### config.mk
export PLATFORM = sky130hd
export DESIGN_NAME = bpeh_top
export DESIGN_NICKNAME = d
export VERILOG_FILES = /design/src/bpeh_pkg.sv /design/src/bpeh_dwq_mem.sv /design/src/bpeh_top.sv
export SDC_FILE = /design/constraint.sdc
export NUM_CORES = 1
export LEC_CHECK = 0
export ABC_AREA = 1
export ABC_CLOCK_PERIOD_IN_PS = 11350
export BUFFER_PORTS_ARGS = -buffer_cell sky130_fd_sc_hd__buf_2
export CAP_MARGIN = 10
export CORE_ASPECT_RATIO = 1.4
export CORE_MARGIN = 4
export CORE_UTILIZATION = 50
export CTS_CLUSTER_SIZE = 8
export DETAILED_ROUTE_END_ITERATION = 10
export PLACE_DENSITY_LB_ADDON = 0.1
export SLEW_MARGIN = 20
export SYNTH_ARGS = -nofsm -noshare
export SYNTH_HDL_FRONTEND = slang
export SYNTH_SLANG_ARGS = --single-unit
### constraint.sdc
create_clock -name ref_clk_in -period 11.35 [get_ports ref_clk_in]
set_input_delay 0.5675 -clock ref_clk_in [delete_from_list [all_inputs] [get_ports ref_clk_in]]
set_output_delay 0.5675 -clock ref_clk_in [all_outputs]
set_load 0.02 [all_outputs]
### src/bpeh_pkg.sv
// Constants, types and register map of the bridge parity error handler.
// Assumes one clock shared with the primary and secondary bus engines.
// Summary of operation
// - Check address parity on both buses for every address phase and command.
// - Primary address parity error with primary response set: do not claim.
// - Secondary address parity error with secondary response set: do not claim.
// - Any address parity error sets that interface's detected-parity-error bit.
// - Address parity error raises primary system error when enable and response set.
// - Forwarded data parity passes across the bridge unaltered.
// - Own config write with bad parity: ready, write, parity error if enabled.
// - Downstream read error: secondary detected; if enabled, error after two cycles.
// - Upstream read error: primary detected; if enabled, error after two cycles.
// - Bad-parity read data returned intact; unread prefetched data discarded.
// - Initiator parity error on returned read data causes no bridge action.
// - Queued delayed write captures address, command, data, enables, data parity; retry.
// - Bad initial delayed write, response set: ready, not queued, stop if multi-phase, error.
// - Response clear: retry and queue without error; detected bit always set.
// - Target error on delivery sets target-side data-parity bit if that side's response is set, and is captured.
// - Repeat completes only on exact match, parity bit excluded.
// - Bad repeat with status pending: ready, error if enabled, entry stays.
// - Error passed back from target: initiator error if both responses set.

package bpeh_pkg;

   ////////////////////////////////////////////////////////////////////////////////
   // Register map, byte addresses.
   localparam logic [7:0] REG_CTRL = 8'h00;
   localparam logic [7:0] REG_P_STAT = 8'h04;
   localparam logic [7:0] REG_S_STAT = 8'h08;
   localparam logic [7:0] REG_DW_STATE = 8'h0c;

   // Control bits.
   localparam int CT_P_RESP = 0;
   localparam int CT_S_RESP = 1;
   localparam int CT_SERR_EN = 2;
   localparam logic [2:0] CTRL_RST = 3'h0;

   // Status bits, the same positions on both interfaces.
   localparam int ST_DET = 0;
   localparam int ST_DPD = 1;
   localparam int ST_SSE = 2;
   localparam logic [2:0] P_STAT_RST = 3'h0;
   localparam logic [1:0] S_STAT_RST = 2'h0;

   // Parity error output comes this many cycles after the data transfer.
   localparam int PERR_DLY = 2;

   ////////////////////////////////////////////////////////////////////////////////
   // Delayed write entry layout.
   localparam int ENT_W = 73;
   localparam int E_ADDR = 41;
   localparam int E_CMD = 37;
   localparam int E_DATA = 5;
   localparam int E_BE = 1;
   localparam int E_PAR = 0;
   localparam int DW_DEPTH = 2;

   typedef enum logic [1:0] {DW_EMPTY, DW_QUEUED, DW_STATUS} bpeh_dw_e;

endpackage : bpeh_pkg

### src/bpeh_dwq_mem.sv
// Two-entry delayed write store, one entry per direction, two read ports.
// Assumes the caller never writes an entry that a read port is using.
`timescale 1ns/1ps
`default_nettype none

module bpeh_dwq_mem
   import bpeh_pkg::*;
(
   input wire logic ref_clk_in,
   input wire logic rst_in,
   input wire logic en_in,
   input wire logic we_in,
   input wire logic waddr_in,
   input wire logic [ENT_W-1:0] wdata_in,
   input wire logic raddr_a_in,
   output logic [ENT_W-1:0] rdata_a_out,
   input wire logic raddr_b_in,
   output logic [ENT_W-1:0] rdata_b_out
);

   typedef struct packed {
      logic [DW_DEPTH-1:0][ENT_W-1:0] mem;
      logic [ENT_W-1:0] q_a;
      logic [ENT_W-1:0] q_b;
   } bpeh_mem_s;

   bpeh_mem_s m_r;
   bpeh_mem_s m_nxt;

   always_comb begin
      m_nxt = m_r;
      if (we_in) begin
         m_nxt.mem[waddr_in] = wdata_in;
      end
      // Reads see the old word when written in the same cycle.
      m_nxt.q_a = m_r.mem[raddr_a_in];
      m_nxt.q_b = m_r.mem[raddr_b_in];
   end

   always_ff @(posedge ref_clk_in or posedge rst_in) begin
      if (rst_in) begin
         m_r <= '0;
      end else if (en_in) begin
         m_r <= m_nxt;
      end
   end

   assign rdata_a_out = m_r.q_a;
   assign rdata_b_out = m_r.q_b;

endmodule : bpeh_dwq_mem

`default_nettype wire

### src/bpeh_top.sv
// Parity error detection, response and reporting for a two-sided bus bridge.
// Assumes bus engines on the same clock present sampled lines and event pulses.
`timescale 1ns/1ps
`default_nettype none

module bpeh_top
   import bpeh_pkg::*;
(
   input wire logic ref_clk_in,
   input wire logic rst_in,
   input wire logic ce_in,
   input wire logic [7:0] reg_addr_in,
   input wire logic [31:0] reg_wdata_in,
   input wire logic reg_wr_in,
   input wire logic reg_rd_in,
   output logic [31:0] reg_rdata_out,
   input wire logic [31:0] p_ad_in,
   input wire logic [3:0] p_cbe_in,
   input wire logic p_par_in,
   input wire logic p_addr_phase_in,
   output logic p_no_claim_out,
   input wire logic [31:0] s_ad_in,
   input wire logic [3:0] s_cbe_in,
   input wire logic s_par_in,
   input wire logic s_addr_phase_in,
   output logic s_no_claim_out,
   output logic p_serr_out,
   output logic p_perr_out,
   output logic s_perr_out,
   input wire logic p_cfg_wr_in,
   output logic p_cfg_trdy_out,
   output logic p_cfg_we_out,
   input wire logic p_rd_dperr_in,
   input wire logic s_rd_dperr_in,
   input wire logic p_fwd_v_in,
   input wire logic p_fwd_par_in,
   input wire logic p_fwd_drop_in,
   input wire logic s_fwd_v_in,
   input wire logic s_fwd_par_in,
   input wire logic s_fwd_drop_in,
   output logic p_fwd_v_out,
   output logic p_fwd_par_out,
   output logic s_fwd_v_out,
   output logic s_fwd_par_out,
   input wire logic dw_req_in,
   input wire logic dw_up_in,
   input wire logic dw_multi_in,
   input wire logic [31:0] dw_addr_in,
   input wire logic [3:0] dw_cmd_in,
   input wire logic [31:0] dw_data_in,
   input wire logic [3:0] dw_be_in,
   input wire logic dw_par_in,
   output logic dw_trdy_out,
   output logic dw_stop_out,
   output logic dw_retry_out,
   output logic dw_done_out,
   output logic tgt_req_out,
   output logic tgt_up_out,
   output logic [31:0] tgt_addr_out,
   output logic [3:0] tgt_cmd_out,
   output logic [31:0] tgt_data_out,
   output logic [3:0] tgt_be_out,
   output logic tgt_par_out,
   input wire logic tgt_done_in,
   input wire logic tgt_perr_in
);

   ////////////////////////////////////////////////////////////////////////////////
   // State.

   typedef struct packed {
      logic p_resp;
      logic s_resp;
      logic serr_en;
      logic [2:0] p_stat;
      logic [1:0] s_stat;
      logic [PERR_DLY-1:0] p_perr_pipe;
      logic [PERR_DLY-1:0] s_perr_pipe;
      logic serr;
      logic [31:0] rdata;
      logic p_fwd_v;
      logic p_fwd_par;
      logic s_fwd_v;
      logic s_fwd_par;
      bpeh_dw_e [DW_DEPTH-1:0] dw_st;
      logic [DW_DEPTH-1:0] dw_err;
      logic rq_v;
      logic rq_up;
      logic rq_multi;
      logic rq_perr;
      logic [ENT_W-1:0] rq_ent;
      logic tgt_act;
      logic tgt_sel;
   } bpeh_state_s;

   bpeh_state_s s_r;
   bpeh_state_s s_nxt;

   // Even parity over the address or data lines, the byte lanes and parity.
   function automatic logic par_err(
      input logic [31:0] ad,
      input logic [3:0] cbe,
      input logic par
   );
      par_err = ^{ad, cbe, par};
   endfunction : par_err

   logic p_ape;
   logic s_ape;
   logic p_cfg_pe;
   logic ir;
   logic tr;
   logic match;
   logic m_we;
   logic trdy;
   logic stop;
   logic retry;
   logic done;
   logic i_det;
   logic i_pev;
   logic p_det;
   logic p_dpd;
   logic s_det;
   logic s_dpd;
   logic p_pev;
   logic s_pev;
   logic sse;
   logic [2:0] p_clr;
   logic [1:0] s_clr;
   logic [ENT_W-1:0] head_ent;
   logic [ENT_W-1:0] tgt_ent;

   ////////////////////////////////////////////////////////////////////////////////
   // Address and configuration write parity.

   assign p_ape = p_addr_phase_in & par_err(p_ad_in, p_cbe_in, p_par_in);
   assign s_ape = s_addr_phase_in & par_err(s_ad_in, s_cbe_in, s_par_in);
   assign p_no_claim_out = p_ape & s_r.p_resp;
   assign s_no_claim_out = s_ape & s_r.s_resp;

   // The write goes ahead even with bad data, so software sees what arrived.
   assign p_cfg_pe = p_cfg_wr_in & par_err(p_ad_in, p_cbe_in, p_par_in);
   assign p_cfg_trdy_out = p_cfg_wr_in;
   assign p_cfg_we_out = p_cfg_wr_in;

   ////////////////////////////////////////////////////////////////////////////////
   // Delayed write evaluation, one cycle after the request is taken.

   assign ir = s_r.rq_up ? s_r.s_resp : s_r.p_resp;
   assign tr = s_r.rq_up ? s_r.p_resp : s_r.s_resp;
   assign match = (s_r.rq_ent[ENT_W-1:E_BE] == head_ent[ENT_W-1:E_BE]);

   ////////////////////////////////////////////////////////////////////////////////
   // Next state.

   always_comb begin
      s_nxt = s_r;
      m_we = 1'b0;
      trdy = 1'b0;
      stop = 1'b0;
      retry = 1'b0;
      done = 1'b0;
      i_det = 1'b0;
      i_pev = 1'b0;
      p_dpd = 1'b0;
      s_dpd = 1'b0;
      p_clr = 3'h0;
      s_clr = 2'h0;

      p_det = p_ape | p_cfg_pe | p_rd_dperr_in;
      s_det = s_ape | s_rd_dperr_in;
      sse = s_r.serr_en & ((p_ape & s_r.p_resp) | (s_ape & s_r.s_resp));
      p_pev = (p_cfg_pe | p_rd_dperr_in) & s_r.p_resp;
      s_pev = s_rd_dperr_in & s_r.s_resp;
      p_dpd = p_rd_dperr_in & s_r.p_resp;
      s_dpd = s_rd_dperr_in & s_r.s_resp;

      // Returned read parity is the initiator's to report; no input watches it.
      // Request evaluation.
      if (s_r.rq_v) begin
         i_det = s_r.rq_perr;
         case (s_r.dw_st[s_r.rq_up])
            DW_EMPTY: begin
               if (s_r.rq_perr && ir) begin
                  trdy = 1'b1;
                  stop = s_r.rq_multi;
                  i_pev = 1'b1;
               end else begin
                  retry = 1'b1;
                  m_we = 1'b1;
                  s_nxt.dw_st[s_r.rq_up] = DW_QUEUED;
                  s_nxt.dw_err[s_r.rq_up] = 1'b0;
               end
            end
            DW_QUEUED: begin
               retry = 1'b1;
            end
            DW_STATUS: begin
               if (s_r.rq_perr) begin
                  trdy = 1'b1;
                  i_pev = ir;
               end else if (match) begin
                  trdy = 1'b1;
                  done = 1'b1;
                  s_nxt.dw_st[s_r.rq_up] = DW_EMPTY;
                  i_pev = s_r.dw_err[s_r.rq_up] & ir & tr;
               end else begin
                  retry = 1'b1;
               end
            end
            default: begin
               s_nxt.dw_st[s_r.rq_up] = DW_EMPTY;
            end
         endcase
      end

      if (s_r.rq_up) begin
         s_det = s_det | i_det;
         s_pev = s_pev | i_pev;
      end else begin
         p_det = p_det | i_det;
         p_pev = p_pev | i_pev;
      end

      // Delivery to the target, downstream entry first.
      if (s_r.tgt_act) begin
         if (tgt_done_in) begin
            s_nxt.tgt_act = 1'b0;
            s_nxt.dw_st[s_r.tgt_sel] = DW_STATUS;
            s_nxt.dw_err[s_r.tgt_sel] = tgt_perr_in;
            if (s_r.tgt_sel) begin
               p_dpd = p_dpd | (tgt_perr_in & s_r.p_resp);
            end else begin
               s_dpd = s_dpd | (tgt_perr_in & s_r.s_resp);
            end
         end
      end else if (s_r.dw_st[0] == DW_QUEUED) begin
         s_nxt.tgt_act = 1'b1;
         s_nxt.tgt_sel = 1'b0;
      end else if (s_r.dw_st[1] == DW_QUEUED) begin
         s_nxt.tgt_act = 1'b1;
         s_nxt.tgt_sel = 1'b1;
      end

      // Parity error outputs trail the transfer by a fixed pipe.
      s_nxt.p_perr_pipe = {s_r.p_perr_pipe[PERR_DLY-2:0], p_pev};
      s_nxt.s_perr_pipe = {s_r.s_perr_pipe[PERR_DLY-2:0], s_pev};
      s_nxt.serr = sse;

      // Register writes.
      if (reg_wr_in) begin
         case (reg_addr_in)
            REG_CTRL: begin
               s_nxt.p_resp = reg_wdata_in[CT_P_RESP];
               s_nxt.s_resp = reg_wdata_in[CT_S_RESP];
               s_nxt.serr_en = reg_wdata_in[CT_SERR_EN];
            end
            REG_P_STAT: begin
               p_clr = reg_wdata_in[2:0];
            end
            REG_S_STAT: begin
               s_clr = reg_wdata_in[1:0];
            end
            default: begin
               p_clr = 3'h0;
            end
         endcase
      end

      // A set in the same cycle as its clear wins, so no event is lost.
      s_nxt.p_stat = s_r.p_stat & ~p_clr;
      s_nxt.p_stat[ST_DET] = s_nxt.p_stat[ST_DET] | p_det;
      s_nxt.p_stat[ST_DPD] = s_nxt.p_stat[ST_DPD] | p_dpd;
      s_nxt.p_stat[ST_SSE] = s_nxt.p_stat[ST_SSE] | sse;
      s_nxt.s_stat = s_r.s_stat & ~s_clr;
      s_nxt.s_stat[ST_DET] = s_nxt.s_stat[ST_DET] | s_det;
      s_nxt.s_stat[ST_DPD] = s_nxt.s_stat[ST_DPD] | s_dpd;

      // Register reads answer in the next cycle only.
      s_nxt.rdata = 32'h0;
      if (reg_rd_in) begin
         case (reg_addr_in)
            REG_CTRL: begin
               s_nxt.rdata = {29'h0, s_r.serr_en, s_r.s_resp, s_r.p_resp};
            end
            REG_P_STAT: begin
               s_nxt.rdata = {29'h0, s_r.p_stat};
            end
            REG_S_STAT: begin
               s_nxt.rdata = {30'h0, s_r.s_stat};
            end
            REG_DW_STATE: begin
               s_nxt.rdata = {25'h0, s_r.tgt_act, s_r.dw_err, s_r.dw_st[1], s_r.dw_st[0]};
            end
            default: begin
               s_nxt.rdata = 32'h0;
            end
         endcase
      end

      // Forwarded parity crosses with its data; dropped prefetch never returns.
      s_nxt.p_fwd_v = s_fwd_v_in & ~s_fwd_drop_in;
      s_nxt.s_fwd_v = p_fwd_v_in & ~p_fwd_drop_in;
      if (s_fwd_v_in) begin
         s_nxt.p_fwd_par = s_fwd_par_in;
      end
      if (p_fwd_v_in) begin
         s_nxt.s_fwd_par = p_fwd_par_in;
      end

      // Request capture, parity kept for forwarding to the target.
      s_nxt.rq_v = dw_req_in;
      if (dw_req_in) begin
         s_nxt.rq_up = dw_up_in;
         s_nxt.rq_multi = dw_multi_in;
         s_nxt.rq_perr = par_err(dw_data_in, dw_be_in, dw_par_in);
         s_nxt.rq_ent = {dw_addr_in, dw_cmd_in, dw_data_in, dw_be_in, dw_par_in};
      end
   end

   ////////////////////////////////////////////////////////////////////////////////
   // Registers.

   always_ff @(posedge ref_clk_in or posedge rst_in) begin
      if (rst_in) begin
         s_r <= '0;
      end else if (ce_in) begin
         s_r <= s_nxt;
      end
   end

   // The head entry is read at the request edge, so the match has it a cycle later.
   bpeh_dwq_mem u_mem (
      .ref_clk_in(ref_clk_in),
      .rst_in(rst_in),
      .en_in(ce_in),
      .we_in(m_we),
      .waddr_in(s_r.rq_up),
      .wdata_in(s_r.rq_ent),
      .raddr_a_in(dw_up_in),
      .rdata_a_out(head_ent),
      .raddr_b_in(s_nxt.tgt_sel),
      .rdata_b_out(tgt_ent)
   );

   ////////////////////////////////////////////////////////////////////////////////
   // Outputs.

   assign reg_rdata_out = s_r.rdata;
   assign p_serr_out = s_r.serr;
   assign p_perr_out = s_r.p_perr_pipe[PERR_DLY-1];
   assign s_perr_out = s_r.s_perr_pipe[PERR_DLY-1];
   assign p_fwd_v_out = s_r.p_fwd_v;
   assign p_fwd_par_out = s_r.p_fwd_par;
   assign s_fwd_v_out = s_r.s_fwd_v;
   assign s_fwd_par_out = s_r.s_fwd_par;
   assign dw_trdy_out = trdy;
   assign dw_stop_out = stop;
   assign dw_retry_out = retry;
   assign dw_done_out = done;
   assign tgt_req_out = s_r.tgt_act;
   assign tgt_up_out = s_r.tgt_sel;
   assign tgt_addr_out = tgt_ent[E_ADDR+31:E_ADDR];
   assign tgt_cmd_out = tgt_ent[E_CMD+3:E_CMD];
   assign tgt_data_out = tgt_ent[E_DATA+31:E_DATA];
   assign tgt_be_out = tgt_ent[E_BE+3:E_BE];
   assign tgt_par_out = tgt_ent[E_PAR];

endmodule : bpeh_top

`default_nettype wire

**Yosys cells after proc, flatten, opt, wreduce, memory -nomap -nowiden**

Cells that the tools add are included.

- Magnitude comparators: 6
- Muxes and demuxes: 74
- Bitwise logic cells: 47
- Equal/unequal tests: 8
- Reduce and logical (&&, ||, !) cells: 13

Operator list:

| operator | count |
|---|---|
| $mux W73 | 5 |
| $bwmux W146 | 1 |
| $reduce_xor A37 Y1 | 3 |
| $demux W73 S1 | 1 |
| $eq A72 B72 Y1 | 1 |
| $mux W1 | 39 |
| $pmux W7 S4 | 1 |
| $mux W6 | 4 |
| $mux W2 | 9 |
| $eq A8 B4 Y1 const B | 2 |
| $or A1 B1 Y1 | 16 |
| $and A1 B1 Y1 | 15 |
| $pmux W4 S3 | 1 |
| $and A2 B2 Y2 | 4 |
| $eq A8 B3 Y1 const B | 1 |
| $logic_not A8 Y1 | 1 |
| $lt A1 B2 Y1 const B | 4 |
| $mux W4 | 2 |
| $not A2 Y2 | 4 |
| $reduce_and A2 Y1 | 4 |
| $mux W7 | 1 |
| $eq A2 B1 Y1 const B | 3 |
| $mux W3 | 2 |
| $and A4 B4 Y4 | 1 |
| 15 further kinds | 23 |

- Logic and storage cells: 175
- Input bits: 208
- Output and inout bits: 122
- Register bits: 426

**Longest topological paths before layout**

- Depth in word-level cells: 13
- Gate-level depth with buffers: 16
- Mapped depth without buffers: 16

**Cells and area by module**

Synthesis repeated with hierarchy kept, for this count alone.

- Cells, all modules: 2949
- Area total of the unflattened synthesis: 22028.6 um^2

Modules (own cells, without submodules):

| module | area an instance (um^2) | cells an instance | instances |
|---|---|---|---|
| bpeh_dwq_mem | 14559.0 | 1884 | 1 |
| bpeh_top | 7469.7 | 1065 | 1 |

**Worst setup path after synthesis**

Ideal clock, no wire load.

- Path kind: flip-flop to output port
- From: register u_mem.m_r (netlist bit u_mem.rdata_a_out[49])
- To: output dw_done_out
- Path slack: 9022 ps
- Stages on the path, launching flop included: 9
- Data arrival time: 1760 ps
- Data required time: 10783 ps
- Cell sequence: dfrtp_1 > xor2_1 > nor3_1 > nand2_1 > nor2_1 > nand3_1 > nor2_1 > inv_1 > nor4_1

- Word-level cells in the longest chain between the ends: 5

RTL lines:

| what | RTL line | RTL |
|---|---|---|
| start, declared | bpeh_dwq_mem.sv:27 | `bpeh_mem_s m_r;` |
| start signal, assigned | bpeh_dwq_mem.sv:44 | `m_r <= m_nxt;` |
| $eq A72 B72 Y1 | bpeh_top.sv:151 | `assign match = (s_r.rq_ent[ENT_W-1:E_BE] == head_ent[ENT_W-1:E_BE]);` |
| $mux W1 | bpeh_top.sv:202 | `end else if (match) begin` |
| $mux W1 | bpeh_top.sv:199 | `if (s_r.rq_perr) begin` |
| $mux W1 | bpeh_top.sv:182 | `case (s_r.dw_st[s_r.rq_up])` |
| $mux W1 | bpeh_top.sv:180 | `if (s_r.rq_v) begin` |
| end, declared | bpeh_top.sv:56 | `output logic dw_done_out,` |

Every way passes these cells.

**Final worst setup path**

- From: register u_mem.m_r (netlist bit u_mem.rdata_a_out[58])
- To: output dw_trdy_out

- Word-level cells in the longest chain between the ends: 5

RTL lines:

| what | RTL line | RTL |
|---|---|---|
| $eq A72 B72 Y1 | bpeh_top.sv:151 |  |
| $mux W1 | bpeh_top.sv:202 |  |
| $mux W1 | bpeh_top.sv:199 |  |
| $pmux W1 S2 | bpeh_top.sv:182 |  |
| $mux W1 | bpeh_top.sv:180 |  |
| end, declared | bpeh_top.sv:53 | `output logic dw_trdy_out,` |

Every way passes these cells.

==> impl_metrics.tcl <==
set metrics [dict create \
    postCtsSetupBuffers 0 \
    dp_hpwl_um 34100 \
    clock-root-buffer "clkbuf_16" \
    hold_path.class "in2async" \
    drtIter0Drc 1226 \
    first_global_vias 16357 \
    synth.distinct_cells 38 \
    drc_errors 0 \
    path_max_fanout 4 \
    arrival_ns 3.36 \
    place_inst 3029 \
    r2r_start "s_r[77]" \
    stdcell_count 3088 \
    clockBufferDepth 3 \
    synth_ff_type "dfrtp_1" \
    crit_type "reg2out" \
    clock_skew_ns 0.0137 \
    area_growth_pct 12.2 \
    post_synth.cell_area_avg_um2 8.15 \
    totalWireLength_um 53400 \
    htree_levels 2 \
    p_per_area_nw_per_um2 239 \
    die_x_um 176 \
    async_flop_share_pct 100 \
    io_buffers 275 \
    grt_max_degree 176 \
    hold_viol_final 0 \
    grt_usage_pct 24.7 \
    yosysWarnings 0 \
    core_um2 38700 \
    drv_slew 0 \
    rr_worst_depth 12 \
    worstMarginPinSlew_ns 1.06 \
    synth_common_cells "nand2_1, dfrtp_1, o21ai_0, inv_1, nor2_1" \
    clk_pin_slew_worst_paths_ns 0.05 \
    routed_via_density 5.26 \
    layout.nets 2773 \
    yosysSeqAreaShare_pct 50.8 \
    initial_core_util_pct 50.9 \
    endpoint_kind "output port" \
    diodes 0 \
    place_congestion 0.832 \
    worstSetupStartpoint "u_mem.rdata_a_out[58]" \
    cts_tree "built" \
    final.setup.tns_ns 0 \
    vias 16232 \
    cts_hold_buf 0 \
    cts_buffers 55 \
    endpoint "dw_trdy_out" \
    final_layout_size_suffix_gt1_share_pct 14.5 \
    ir_worst_vdd_v 0.000166 \
    crit_required_ns 10.78 \
    p_total_w 0.00529 \
    min_period_ns 3.92 \
    dieHeight_um 243 \
    yosysTopAreaCell "dfrtp_1" \
    antenna_found_initial 1 \
    first_pass_iters 5 \
    synth-seq-cells 400 \
    relSlewSlack_pct 29.0 \
    rows 85 \
    cts_resized 0 \
    start_kind "flop" \
    synth-edff-count 0 \
    setup_viol 0 \
    synth.area.top_cells "dfrtp_1, nand2_1, o21ai_0" \
    rsz0062_at_grt "false" \
    fin_crit_sh_pct 34.6 \
    maxCapViolCount 0 \
    grt_pass1_wl_um 85500 \
    ant_nets 0 \
    synth_top_area_share_pct 50.8 \
    clk_latency_ns 0.58 \
    dieArea_um2 42700 \
    wl_per_cell_um 17.3 \
    num_io_pins 330 \
    max_freq_ghz 0.255 \
    synth_most_common_cell "nand2_1" \
    clock-sinks 400 \
    outcome "finished, final reports clean" \
    syn_inst 2415 \
    r2r-end "u_mem.m_r[230]" \
    leakage_nw 10.7 \
    r2r_setup_slack_ns 8.24 \
    netlist_area_um2 19700 \
    grt.overflow.total 0 \
]
worst min path at each step:
stage | startpoint | to | slack [ns] | depth (start not counted)
after floorplan | s_r[76] | s_r[76] | 0.45 | 2
after global placement | p_perr_out | p_perr_out | 0.45 | 2
after detailed placement | p_perr_out | p_perr_out | 0.46 | 2
after CTS | rst_in | u_mem.rdata_b_out[67] | 0.07 | 2
after global routing | rst_in | p_fwd_par_out | 0.12 | 2
final | rst_in | u_mem.rdata_b_out[67] | 0.08 | 2
through the flow:
stage | util [%] | setup slack (ns) | hold WS, ns | area (um^2)
final | 57.1 | 7.43 | 0.0756 | 22100
after floorplan | - | 5.40 | 0.449 | 19800
after global placement | 53.3 | 7.30 | 0.453 | 20600
after global routing | 57.1 | 7.19 | 0.116 | 22100
after CTS | 57.0 | 7.37 | 0.0702 | 22100
after detailed placement | 53.3 | 7.30 | 0.464 | 20600
report_power, final:
part	switching [W]	total (W)	internal [W]
clock network	0.000583	0.00143	0.000849
registers	0.000372	0.00231	0.00194
logic	0.00100	0.00154	0.000542
sequential cells by signal (all words and copies together), names as in the netlist:
register / count
u_mem.m_r: 146
p_fwd_par_out: 1
s_fwd_v_out: 1
p_fwd_v_out: 1
s_perr_out: 1
tgt_req_out: 1
u_mem.rdata_a_out: 72
reg_rdata_out: 7
tgt_up_out: 1
s_nxt: 2
s_fwd_par_out: 1
p_perr_out: 1
s_r: 91
p_serr_out: 1
u_mem.rdata_b_out: 73
critical path: stages (launching register included):
cell and delay (ns):
dfrtp_1 0.39, xnor2_1 0.65, nand2_1 0.10, nor2_1 0.29, nand2_1 0.11, nor2_1 0.10, nand3_1 0.08, nor2_1 0.38
inv_1 0.11, nand2_1 0.10, nand2_1 0.06, a21oi_1 0.20, buf_2 0.21
final cells by class:
type	instances	area, um^2
sequential	400	10000
timing repair buffer	291	1530
inverter	185	712
fill	3674	16600
clock buffer	55	1380
clock inverter	3	48.8
tap	522	653
multi-input combinational	1632	7760
placed cells by master, fill, tap and decap left out, types with 2 or more instances in the layout:
cell type,instances
xnor2_1,104
nor4_1,3
inv_4,3
nand3_1,45
conb_1,25
inv_6,2
o21ai_1,118
o211ai_1,2
a21oi_1,169
inv_1,175
buf_2,274
dfrtp_1,400
o22ai_1,2
a221oi_1,2
buf_4,15
mux2_2,4
o21ai_0,274
xor2_1,37
nor3_1,5
nand2_1,645
nand4_1,12
inv_16,2
nor2_1,171
inv_2,4
clkbuf_16,55
layer usage:
layer / GRT usage (%) / up-vias / wire [um]
li1: - / 7868 / -
met1: 31.6 / 7845 / 22600
met2: 42.3 / 434 / 26200
met3: 4.34 / 83 / 2880
met4: 8.51 / 2 / 1730
met5: 0 / - / 13
cells by family (layout without fill, tap and decap cells):
logic type / after synthesis / in the layout / share of synthesized area (%)
buffers and inverters: 407 / 534 / 10.2
XOR/XNOR: 141 / 141 / 6.27
flip-flops: 400 / 400 / 50.8
multiplexers: 4 / 4 / 0.229
other: 1 / 25 / 0.0190
AND/OR/NAND/NOR: 887 / 887 / 17.5
AO/OA/AOI/OAI: 575 / 575 / 14.9
(Power assumes the default switching activity.)
